File: config.mk
export PLATFORM = sky130hd
export DESIGN_NAME = psa_alu
export DESIGN_NICKNAME = d
export VERILOG_FILES = /design/src/rtl/psa_pkg.sv /design/src/rtl/psa_word_lane.sv /design/src/rtl/psa_alu.sv
export SDC_FILE = /design/constraint.sdc
export NUM_CORES = 2
export LEC_CHECK = 0
export BUFFER_PORTS_ARGS = -buffer_cell sky130_fd_sc_hd__buf_4
export CELL_PAD_IN_SITES_DETAIL_PLACEMENT = 1
export CELL_PAD_IN_SITES_GLOBAL_PLACEMENT = 1
export CORE_ASPECT_RATIO = 1.2
export CORE_MARGIN = 2
export CORE_UTILIZATION = 50
export DETAILED_ROUTE_END_ITERATION = 10
export HOLD_SLACK_MARGIN = 0.12
export PLACE_DENSITY_LB_ADDON = 0.15
export SLEW_MARGIN = 25
export SYNTH_ARGS = -nofsm -noshare
export SYNTH_HDL_FRONTEND = slang
export SYNTH_SLANG_ARGS = --single-unit
File: constraint.sdc
create_clock -name clk -period 9.86 [get_ports clk]
set_input_delay 0.986 -clock clk [delete_from_list [all_inputs] [get_ports clk]]
set_output_delay 0.986 -clock clk [all_outputs]
set_load 0.1 [all_outputs]
File: src/rtl/psa_pkg.sv
// package: opcodes, lane geometry and saturation bounds for the packed simd alu
package psa_pkg;
  // operand width, lane widths and opcode width
  localparam int PSA_DATA_W = 64;
  localparam int PSA_BYTE_W = 8;
  localparam int PSA_WORD_W = 16;
  localparam int PSA_OP_W = 5;
  // signed word saturation bounds, per-lane values of the packed max and min constants
  localparam logic [15:0] PSA_SW_MAX = 16'h7fff;
  localparam logic [15:0] PSA_SW_MIN = 16'h8000;
  // unsigned word bounds, then signed and unsigned byte saturation bounds
  localparam logic [15:0] PSA_UW_MAX = 16'hffff;
  localparam logic [15:0] PSA_UW_MIN = 16'h0000;
  localparam logic [7:0] PSA_SB_MAX = 8'h7f;
  localparam logic [7:0] PSA_SB_MIN = 8'h80;
  localparam logic [7:0] PSA_UB_MAX = 8'hff;
  localparam logic [7:0] PSA_UB_MIN = 8'h00;
  // reset value of the result register
  localparam logic [63:0] PSA_RES_RST = 64'h0000_0000_0000_0000;
  // operation codes
  typedef enum logic [4:0] {
    PSA_OP_MAXSW   = 5'h00,
    PSA_OP_MINSW   = 5'h01,
    PSA_OP_MAXUB   = 5'h02,
    PSA_OP_MINUB   = 5'h03,
    PSA_OP_MULHUW  = 5'h04,
    PSA_OP_MULHSW  = 5'h05,
    PSA_OP_ADDW    = 5'h06,
    PSA_OP_SUBW    = 5'h07,
    PSA_OP_ADDSSW  = 5'h08,
    PSA_OP_SUBSSW  = 5'h09,
    PSA_OP_ADDUSW  = 5'h0a,
    PSA_OP_SUBUSW  = 5'h0b,
    PSA_OP_ADDSSB  = 5'h0c,
    PSA_OP_SUBSSB  = 5'h0d,
    PSA_OP_ADDUSB  = 5'h0e,
    PSA_OP_SUBUSB  = 5'h0f,
    PSA_OP_CMPGTW  = 5'h10,
    PSA_OP_CMPEQW  = 5'h11,
    PSA_OP_XOR     = 5'h12,
    PSA_OP_AND     = 5'h13
  } psa_op_t;
endpackage

File: src/rtl/psa_word_lane.sv
// one 16-bit word lane: max/min, multiply-high, add/subtract, compare
module psa_word_lane
  import psa_pkg::*;
(
  input wire logic [15:0] dst,
  input wire logic [15:0] src,
  input wire logic [4:0] op,
  output logic [15:0] res,
  output logic hit
);
  // extended sums: signed and unsigned views with one extra bit
  logic signed [16:0] s_add;
  logic signed [16:0] s_sub;
  logic [16:0] u_add;
  logic [16:0] u_sub;
  logic signed [31:0] s_prod;
  logic [31:0] u_prod;
  logic gt_s;

  assign s_add = 17'($signed(dst)) + 17'($signed(src));
  assign s_sub = 17'($signed(dst)) - 17'($signed(src)); // source taken as signed
  assign u_add = {1'b0, dst} + {1'b0, src};
  assign u_sub = {1'b0, dst} - {1'b0, src};
  assign s_prod = $signed(dst) * $signed(src);
  assign u_prod = dst * src;
  assign gt_s = $signed(dst) > $signed(src);

  // per-lane result mux; lane never looks at its neighbours
  always_comb begin
    hit = 1'b1;
    case (op)
      PSA_OP_MAXSW: res = gt_s ? dst : src;
      PSA_OP_MINSW: res = gt_s ? src : dst;
      PSA_OP_MULHUW: res = u_prod[31:16];
      PSA_OP_MULHSW: res = s_prod[31:16];
      PSA_OP_ADDW: res = u_add[15:0];
      PSA_OP_SUBW: res = u_sub[15:0];
      PSA_OP_ADDSSW: begin
        // overflow shows as bits 16 and 15 disagreeing
        if (s_add[16] != s_add[15]) res = s_add[16] ? PSA_SW_MIN : PSA_SW_MAX;
        else res = s_add[15:0];
      end
      PSA_OP_SUBSSW: begin
        if (s_sub[16] != s_sub[15]) res = s_sub[16] ? PSA_SW_MIN : PSA_SW_MAX;
        else res = s_sub[15:0];
      end
      PSA_OP_ADDUSW: res = u_add[16] ? PSA_UW_MAX : u_add[15:0];
      PSA_OP_SUBUSW: res = u_sub[16] ? PSA_UW_MIN : u_sub[15:0];
      PSA_OP_CMPGTW: res = gt_s ? PSA_UW_MAX : PSA_UW_MIN;
      PSA_OP_CMPEQW: res = (dst == src) ? PSA_UW_MAX : PSA_UW_MIN;
      default: begin
        // not a word operation: the top picks another path
        res = PSA_UW_MIN;
        hit = 1'b0;
      end
    endcase
  end
endmodule

File: src/rtl/psa_alu.sv
// top: packed simd integer alu with registered one-cycle result
module psa_alu
  import psa_pkg::*;
#(
  parameter int WORD_LANES = 4,
  parameter int BYTE_LANES = 8
)
(
  input wire logic clk,
  input wire logic rst,
  input wire logic in_valid,
  input wire logic [4:0] in_op,
  input wire logic [63:0] in_dst,
  input wire logic [63:0] in_src,
  output logic out_valid,
  output logic out_illegal,
  output logic [63:0] out_result
);
  // lane counts must tile the 64-bit operand exactly
  if (WORD_LANES * PSA_WORD_W != PSA_DATA_W || BYTE_LANES * PSA_BYTE_W != PSA_DATA_W) begin
    $error("psa_alu: lane counts must tile the operand width");
  end

  logic [63:0] word_res; // concatenated word lane results
  logic [WORD_LANES-1:0] word_hit; // word lane recognised the opcode
  wire logic [63:0] byte_res; // concatenated byte lane results, one driver per slice
  logic byte_hit; // byte operation selected
  logic [63:0] next_result; // value loaded into out_result
  logic next_illegal; // opcode matched no path

  // word lanes are independent instances
  for (genvar w = 0; w < WORD_LANES; w++) begin : g_word
    psa_word_lane u_lane (
      .dst(in_dst[w*PSA_WORD_W +: PSA_WORD_W]),
      .src(in_src[w*PSA_WORD_W +: PSA_WORD_W]),
      .op(in_op),
      .res(word_res[w*PSA_WORD_W +: PSA_WORD_W]),
      .hit(word_hit[w])
    );
  end

  // byte lanes: unsigned max/min and byte saturating add/sub
  for (genvar b = 0; b < BYTE_LANES; b++) begin : g_byte
    logic [7:0] d; // destination byte
    logic [7:0] s; // source byte
    logic [8:0] ua; // unsigned sum with carry
    logic [8:0] us; // unsigned difference with borrow
    logic signed [8:0] sa; // signed sum, one guard bit
    logic signed [8:0] ss; // signed difference, one guard bit
    logic [7:0] r; // this lane's selected result
    assign d = in_dst[b*PSA_BYTE_W +: PSA_BYTE_W];
    assign s = in_src[b*PSA_BYTE_W +: PSA_BYTE_W];
    assign ua = {1'b0, d} + {1'b0, s};
    assign us = {1'b0, d} - {1'b0, s};
    assign sa = 9'($signed(d)) + 9'($signed(s));
    assign ss = 9'($signed(d)) - 9'($signed(s));
    // select per lane; the subtract with unsigned clamp sees unsigned inputs only
    always_comb begin
      case (in_op)
        PSA_OP_MAXUB: r = (d > s) ? d : s;
        PSA_OP_MINUB: r = (d < s) ? d : s;
        PSA_OP_ADDUSB: r = ua[8] ? PSA_UB_MAX : ua[7:0];
        PSA_OP_SUBUSB: r = us[8] ? PSA_UB_MIN : us[7:0];
        PSA_OP_ADDSSB: begin
          if (sa[8] != sa[7]) r = sa[8] ? PSA_SB_MIN : PSA_SB_MAX;
          else r = sa[7:0];
        end
        PSA_OP_SUBSSB: begin
          if (ss[8] != ss[7]) r = ss[8] ? PSA_SB_MIN : PSA_SB_MAX;
          else r = ss[7:0];
        end
        default: r = PSA_UB_MIN;
      endcase
    end
    // each lane owns only its own slice, so the vector has one driver per bit
    assign byte_res[b*PSA_BYTE_W +: PSA_BYTE_W] = r;
  end

  // byte path owns these six opcodes; no doubleword saturating forms exist
  always_comb begin
    case (in_op)
      PSA_OP_MAXUB, PSA_OP_MINUB, PSA_OP_ADDUSB,
      PSA_OP_SUBUSB, PSA_OP_ADDSSB, PSA_OP_SUBSSB: byte_hit = 1'b1;
      default: byte_hit = 1'b0;
    endcase
  end

  // final selection across word, byte and bitwise paths
  always_comb begin
    next_illegal = 1'b0;
    // all word lanes decode the same opcode, so every hit bit agrees
    if (&word_hit) begin
      next_result = word_res;
    end else if (byte_hit) begin
      next_result = byte_res;
    end else begin
      case (in_op)
        PSA_OP_XOR: next_result = in_dst ^ in_src;
        PSA_OP_AND: next_result = in_dst & in_src; // mask select after compare
        default: begin
          // unknown opcode yields zero and flags it rather than stale data
          next_result = PSA_RES_RST;
          next_illegal = 1'b1;
        end
      endcase
    end
  end

  // result register: loaded only on a valid strobe, held otherwise
  always_ff @(posedge clk) begin
    if (rst) begin
      out_result <= PSA_RES_RST;
      out_illegal <= 1'b0;
    end else if (in_valid) begin
      out_result <= next_result;
      out_illegal <= next_illegal;
    end
  end

  // valid follows the strobe by exactly one cycle
  always_ff @(posedge clk) begin
    if (rst) out_valid <= 1'b0;
    else out_valid <= in_valid;
  end
endmodule

# == Word-level counts from Yosys, hierarchy flattened ==
# Cells that the tools add are included.
# word_totals
reg_bits,66
input_bits,136
output_inout_bits,66
wordCells,256
# classes
add_sub_neg,48
multipliers,8
order_cmp,20
n_eq_ne,47
muxes,124
bitwise,2
n_reduce_logical,4
# ops
operator,count
case mux 16 bit (12 select lines),4
two-way mux 16 bit,40
two-way mux 8 bit,64
case mux 8 bit (6 select lines),8
multiplier 16 x 16 -> 32 bit,8
adder 8 x 8 -> 9 bit,16
subtractor 8 x 8 -> 9 bit,16
adder 16 x 16 -> 17 bit,8
subtractor 16 x 16 -> 17 bit,8
two-way mux 64 bit,2
case mux 64 bit (2 select lines),1
bitwise AND 64 bit,1
equality test 16 bit,4
greater-than comparator 16 bit,4
greater-than comparator 8 bit,8
< comparator 8 bit,8
bitwise XOR 64 bit,1
"equality test 5 x 4 -> 1 bit, second input constant",8
!= test 1 bit,24
"equality test 5 x 3 -> 1 bit, second input constant",4
"equality test 5 bit, second input constant",4
OR reduction 12 bit,1
"equality test 5 x 2 -> 1 bit, second input constant",2
OR reduction 6 bit,1
other kinds (4),8

# == Depth between registers and ports, before layout ==
# logic_depth
depth_word,6
mapped_depth,27
depth_no_buf,25

# == By module ==
# A second synthesis with hierarchy kept.
# hier_totals
cells_unflattened,10013
area_unflattened_um2,82339.0
# modules_own_cells
mod,instances,cells_each,area_per_inst_um2,seq_area_each_um2
psa_word_lane at g_word[0].u_lane,1,2031,17291.6,0.0
psa_word_lane at g_word[2].u_lane,1,1941,16771.1,0.0
psa_word_lane at g_word[1].u_lane,1,1946,16687.3,0.0
psa_word_lane at g_word[3].u_lane,1,1918,16514.6,0.0
psa_alu,1,2177,15074.5,1321.3

# == Worst setup path after synthesis ==
# Ideal clock, no wire load.
# synth_timing
kind,input to register
start,in in_src[24]
end,reg out_result[25]
setup_time_ns,0.140
t_arrival_ns,7.253
required_ns,9.720
setup_slack_ns,2.467
stages,25
path_buffers,2
path_cell_list,clkbuf_1 > clkbuf_1 > nand2_1 > fa_1 > inv_1 > fa_1 > inv_1 > fa_1 > inv_1 > fa_1 > inv_1 > fa_1 > fa_1 > inv_1 > ha_1 > o21a_1 > o21a_1 > o21ai_0 > o21ai_0 > nor2_1 > o21ai_0 > a31oi_1 > xnor2_1 > a2111oi_0 > a41oi_1
# synth_between
elab_chain_cells,6
word_cells_on_any_way,40
classes_between,add/sub (8); mul (2); order compare (3); eq/ne (5); mux (22)
# synth_lines
item,line_no,text
"start, declared",psa_alu.sv:14,"input wire logic [63:0] in_src,"
branches (longest 5 deep; another with multiplier 16 x 16 -> 32 bit),n/a,
two-way mux 64 bit *,psa_alu.sv:92,if (&word_hit) begin
"end signal, assigned",psa_alu.sv:115,out_result <= next_result;
"end, declared",psa_alu.sv:17,output logic [63:0] out_result
# Every way passes the cells marked *.
# A chain may end at the register's enable or synchronous reset.

# == Worst setup path in the final report ==
# Same ends and word-level chain as after synthesis.

==> flow_summary.html <==
<table>
<tr><th>Metric</th><th>Value</th></tr>
<tr><th colspan="2">Status</th></tr>
<tr><td>Result of the run</td><td>finished, final reports clean</td></tr>
<tr><th colspan="2">Synth</th></tr>
<tr><td>Warnings from Yosys</td><td>0</td></tr>
<tr><td>Post-Syn Instances</td><td>9179</td></tr>
<tr><td>Net count after synthesis</td><td>11530</td></tr>
<tr><td>Ys async rst share</td><td>0%</td></tr>
<tr><td>Part of the Yosys area used for sequential elements</td><td>1.746%</td></tr>
<tr><td>Cell Area, Synth</td><td>75670 sq um</td></tr>
<tr><td>Most used flip-flop cell after synthesis</td><td>dfxtp_1</td></tr>
<tr><td>Number of enable flip-flop cells after synthesis</td><td>0</td></tr>
<tr><td>Synth unique cells</td><td>120</td></tr>
<tr><td>Synth Register Bits</td><td>66</td></tr>
<tr><td>Average cell area after synthesis</td><td>8.244 sq um</td></tr>
<tr><th colspan="2">Clocking</th></tr>
<tr><td>Setup Fix Bufs, Post-CTS</td><td>0</td></tr>
<tr><td>Clock root buffer</td><td>clkbuf_16</td></tr>
<tr><td>Number of buffers created by CTS</td><td>9</td></tr>
<tr><td>Clk sink count</td><td>66</td></tr>
<tr><td>Maximum buffer depth of the clock tree</td><td>2</td></tr>
<tr><td>Clock latency on the worst-skew pair</td><td>0.38 ns</td></tr>
<tr><td>Post_cts resized</td><td>0</td></tr>
<tr><td>CTS H-tree lvls</td><td>3</td></tr>
<tr><td>CTS tree</td><td>yes</td></tr>
<tr><td>Number of hold buffers added after CTS</td><td>0</td></tr>
<tr><td>Worst-path clk slew</td><td>0.08 ns</td></tr>
<tr><th colspan="2">Layout</th></tr>
<tr><td>Fraction of final layout cells sized beyond drive strength 1</td><td>4.488%</td></tr>
<tr><td>Fillcell total</td><td>18180</td></tr>
<tr><td>Most common library cell in the layout ignoring fill and taps</td><td>inv_1</td></tr>
<tr><td>Post-route insts no fill</td><td>11000</td></tr>
<tr><td>Post-Route Utilization</td><td>52.31%</td></tr>
<tr><td>Net total in the final layout</td><td>11370</td></tr>
<tr><td>Layout-stage area growth over the synthesis result</td><td>4.033%</td></tr>
<tr><td>Most used cells in the layout excluding fill and tap cells</td><td>2061 x inv_1, 1472 x fa_1, 868 x nand2_1</td></tr>
<tr><th colspan="2">Critical path</th></tr>
<tr><td>FF-to-FF Start</td><td>out_result[32]$_SDFFE_PP0P_</td></tr>
<tr><td>Critical path startpoint</td><td>in_src[24]</td></tr>
<tr><td>Data arrival time of the critical path</td><td>8.30 ns</td></tr>
<tr><td>Critical Setup Path Class</td><td>input pin to register</td></tr>
<tr><td>Required time of the worst setup path</td><td>10.13 ns</td></tr>
<tr><td>Most used cell, CP</td><td>fa_1</td></tr>
<tr><td>Maximum fanout encountered on the critical timing path</td><td>20</td></tr>
<tr><td>Capturing element type of the critical path</td><td>register</td></tr>
<tr><td>Slowest stage cell on the critical path</td><td>nor2_1</td></tr>
<tr><td>Max incr delay on CP</td><td>0.62 ns</td></tr>
<tr><td>Cell-by-cell trace of the critical path</td><td>buf_4, ha_1, inv_1, fa_1, fa_1, fa_1, fa_1, inv_1, fa_1, inv_1, fa_1, inv_1, ha_1, o21a_1, o21a_1, o21ai_0, o21ai_0, nor2_1, o21ai_0, a31oi_1, xnor2_1, a2111oi_0, a41oi_1</td></tr>
<tr><td>Startpoint kind of the worst setup timing path</td><td>input pin</td></tr>
<tr><th colspan="2">Flow run</th></tr>
<tr><td>Max Cap Violations</td><td>0</td></tr>
<tr><th colspan="2">Timing</th></tr>
<tr><td>Number of pins with negative max-slew slack in the final report</td><td>0</td></tr>
<tr><td>Worst Tran Pin Value</td><td>1.186 ns</td></tr>
<tr><td>Setup TNS</td><td>0 ns</td></tr>
<tr><td>Post-route minimum period</td><td>8.029 ns</td></tr>
<tr><td>Maximum achievable frequency</td><td>0.1246 GHz</td></tr>
<tr><td>RSZ-0062 raised after global routing</td><td>false</td></tr>
<tr><td>Worst clock skew on the final layout</td><td>0 ns</td></tr>
<tr><td>Finish-stage setup viols</td><td>0</td></tr>
<tr><td>Hold Vio Cnt, Final</td><td>0</td></tr>
<tr><td>Final WS setup</td><td>1.831 ns</td></tr>
<tr><td>Part of the cycle the worst path needs</td><td>81.43%</td></tr>
<tr><td>Worst rel slew slack</td><td>20.63%</td></tr>
<tr><th colspan="2">Global routing</th></tr>
<tr><td>Maximum number of pins on one net before global-route repair</td><td>70</td></tr>
<tr><td>Wire length of the first global-routing pass</td><td>452.9 mm</td></tr>
<tr><td>Total congestion overflow</td><td>0</td></tr>
<tr><td>Number of antenna violations at the first check in global routing</td><td>4</td></tr>
<tr><td>Vias in the first global route</td><td>75240</td></tr>
<tr><td>Total routing resource utilization after global routing</td><td>38.36%</td></tr>
<tr><th colspan="2">Routing</th></tr>
<tr><td>Remaining antenna violation count</td><td>0</td></tr>
<tr><td>Total Routed Length</td><td>295.0 mm</td></tr>
<tr><td>Routed via count</td><td>67490</td></tr>
<tr><td>DR WL/cell</td><td>26.82 um</td></tr>
<tr><td>Initial detailed-routing violation count</td><td>5273</td></tr>
<tr><td>Vias per std cell</td><td>6.135</td></tr>
<tr><td>Remaining design rule violation count</td><td>0</td></tr>
<tr><td>Initial DRT Pass Iterations</td><td>9</td></tr>
<tr><th colspan="2">Die</th></tr>
<tr><td>Core Footprint</td><td>150500 sq um</td></tr>
<tr><td>Die area</td><td>154500 sq um</td></tr>
<tr><td>Die width</td><td>359.1 um</td></tr>
<tr><td>Initial cell density of the core</td><td>50.28%</td></tr>
<tr><td>Row Count</td><td>156</td></tr>
<tr><td>Boundary Pins</td><td>202</td></tr>
<tr><td>Floorplan die height</td><td>430.2 um</td></tr>
<tr><th colspan="2">Place</th></tr>
<tr><td>Count of placed standard cells including taps</td><td>10980</td></tr>
<tr><td>Last weighted congestion value of the routability-driven placer</td><td>0.9769</td></tr>
<tr><td>Post-Place Worst Slack</td><td>1.499 ns</td></tr>
<tr><td>Number of I/O port buffers</td><td>201</td></tr>
<tr><td>Total half-perimeter wirelength after legalization and detailed placement</td><td>236.8 mm</td></tr>
<tr><th colspan="2">Hold path</th></tr>
<tr><td>Worst min-delay path category</td><td>register to register</td></tr>
<tr><td>Startpoint of the most critical hold path</td><td>out_result[47]$_SDFFE_PP0P_</td></tr>
</table>
## logic make-up (layout without fill, tap and decap cells)
logic type / count (synthesis) / in the layout / synth area share (%)
adder cells (fa/ha/maj): 2229 / 2229 / 51.42
multiplexers: 82 / 82 / 1.103
flip-flops: 66 / 66 / 1.746
buffers and inverters: 2497 / 2343 / 12.64
AO/OA/AOI/OAI: 1774 / 1774 / 15.89
XOR/XNOR: 261 / 261 / 3.075
other: 0 / 1 / 0
AND/OR/NAND/NOR: 2270 / 2270 / 14.13
## cell type report
| class | instances | area, sq um | share of cell area (%) |
|---|---|---|---|
| repair buffers | 258 | 1937 | 2.460 |
| inverters | 2069 | 7766 | 9.865 |
| well taps | 1975 | 2471 | 3.139 |
| clock buffers | 10 | 239.0 | 0.3036 |
| flip-flops and latches | 66 | 1321 | 1.678 |
| multi-input cells | 6616 | 64900 | 82.44 |
| diodes | 1 | 2.502 | 0.003179 |
| clock inverters | 6 | 90.09 | 0.1144 |
## metal layers
metal / GRT usage [%] / wire, um
met1: 47.21 / 113800
met2: 66.15 / 144200
met3: 5.251 / 19860
met4: 18.76 / 17140
met5: 0 / 38
## final timing paths
kind                                       to  slack [ns]  cells after the start
setup / recovery  out_result[25]$_SDFFE_PP0P_        1.83                     23
hold / removal    out_result[47]$_SDFFE_PP0P_        0.50                      2
setup reg to reg  out_result[32]$_SDFFE_PP0P_        8.83                      2
hold reg to reg   out_result[47]$_SDFFE_PP0P_        0.50                      2
## cells in the mapped netlist, types with 15 or more instances
master	count	share of area, %
a41oi_1	19	0.22
or2_2	19	0.16
o21ai_1	24	0.16
and2_1	353	2.9
nand2b_1	94	0.78
a311oi_1	34	0.39
a2111oi_0	23	0.27
nor3_1	84	0.56
ha_1	744	12
a22oi_1	51	0.51
fa_1	1472	39
o21a_1	55	0.55
a21oi_1	434	2.9
a211oi_1	81	0.80
inv_1	2061	10
buf_1	23	0.11
o21bai_1	57	0.57
nor2_1	501	2.5
a22o_1	20	0.23
o22ai_1	47	0.39
nor4_1	33	0.27
a31oi_1	45	0.37
o2111ai_1	21	0.24
o221ai_1	25	0.29
a221oi_1	57	0.66
nand4_1	43	0.36
xnor2_1	184	2.1
a221o_1	21	0.28
a222oi_1	15	0.20
or3_1	28	0.23
mux2i_1	71	0.94
dfxtp_1	66	1.7
nand3_1	90	0.60
clkbuf_1	336	1.7
o31ai_1	40	0.40
nor2b_1	48	0.40
a21o_1	105	1.0
o21ai_0	360	2.4
nand2_1	871	4.3
xor2_1	74	0.86
o31a_1	19	0.22
buf_2	51	0.34
and3_1	41	0.34
o211ai_1	50	0.50
## critical path: cells and delay by family
kind	cells	cell delay, ns
compound gates	8	2.20
xor+xnor	1	0.09
fa+ha+maj	8	3.72
buf+inv	5	0.65
simple gates	1	0.62
## through the flow
stage / area [sq um] / hold slack (ns)
finish: 78720 / 0.4988
global route: 78720 / 0.5302
CTS: 78720 / 0.5019
detailed placement: 78390 / 0.4913
global placement: 78380 / 0.4911
floorplan: 75670 / 0.9133
## sequential cells by signal (all words and copies together), names as in the netlist
register,flops
out_illegal,1
out_valid,1
out_result,64
Power is not shown: default switching activity piles up to over one toggle a cycle in this logic, so the estimate is an artifact.
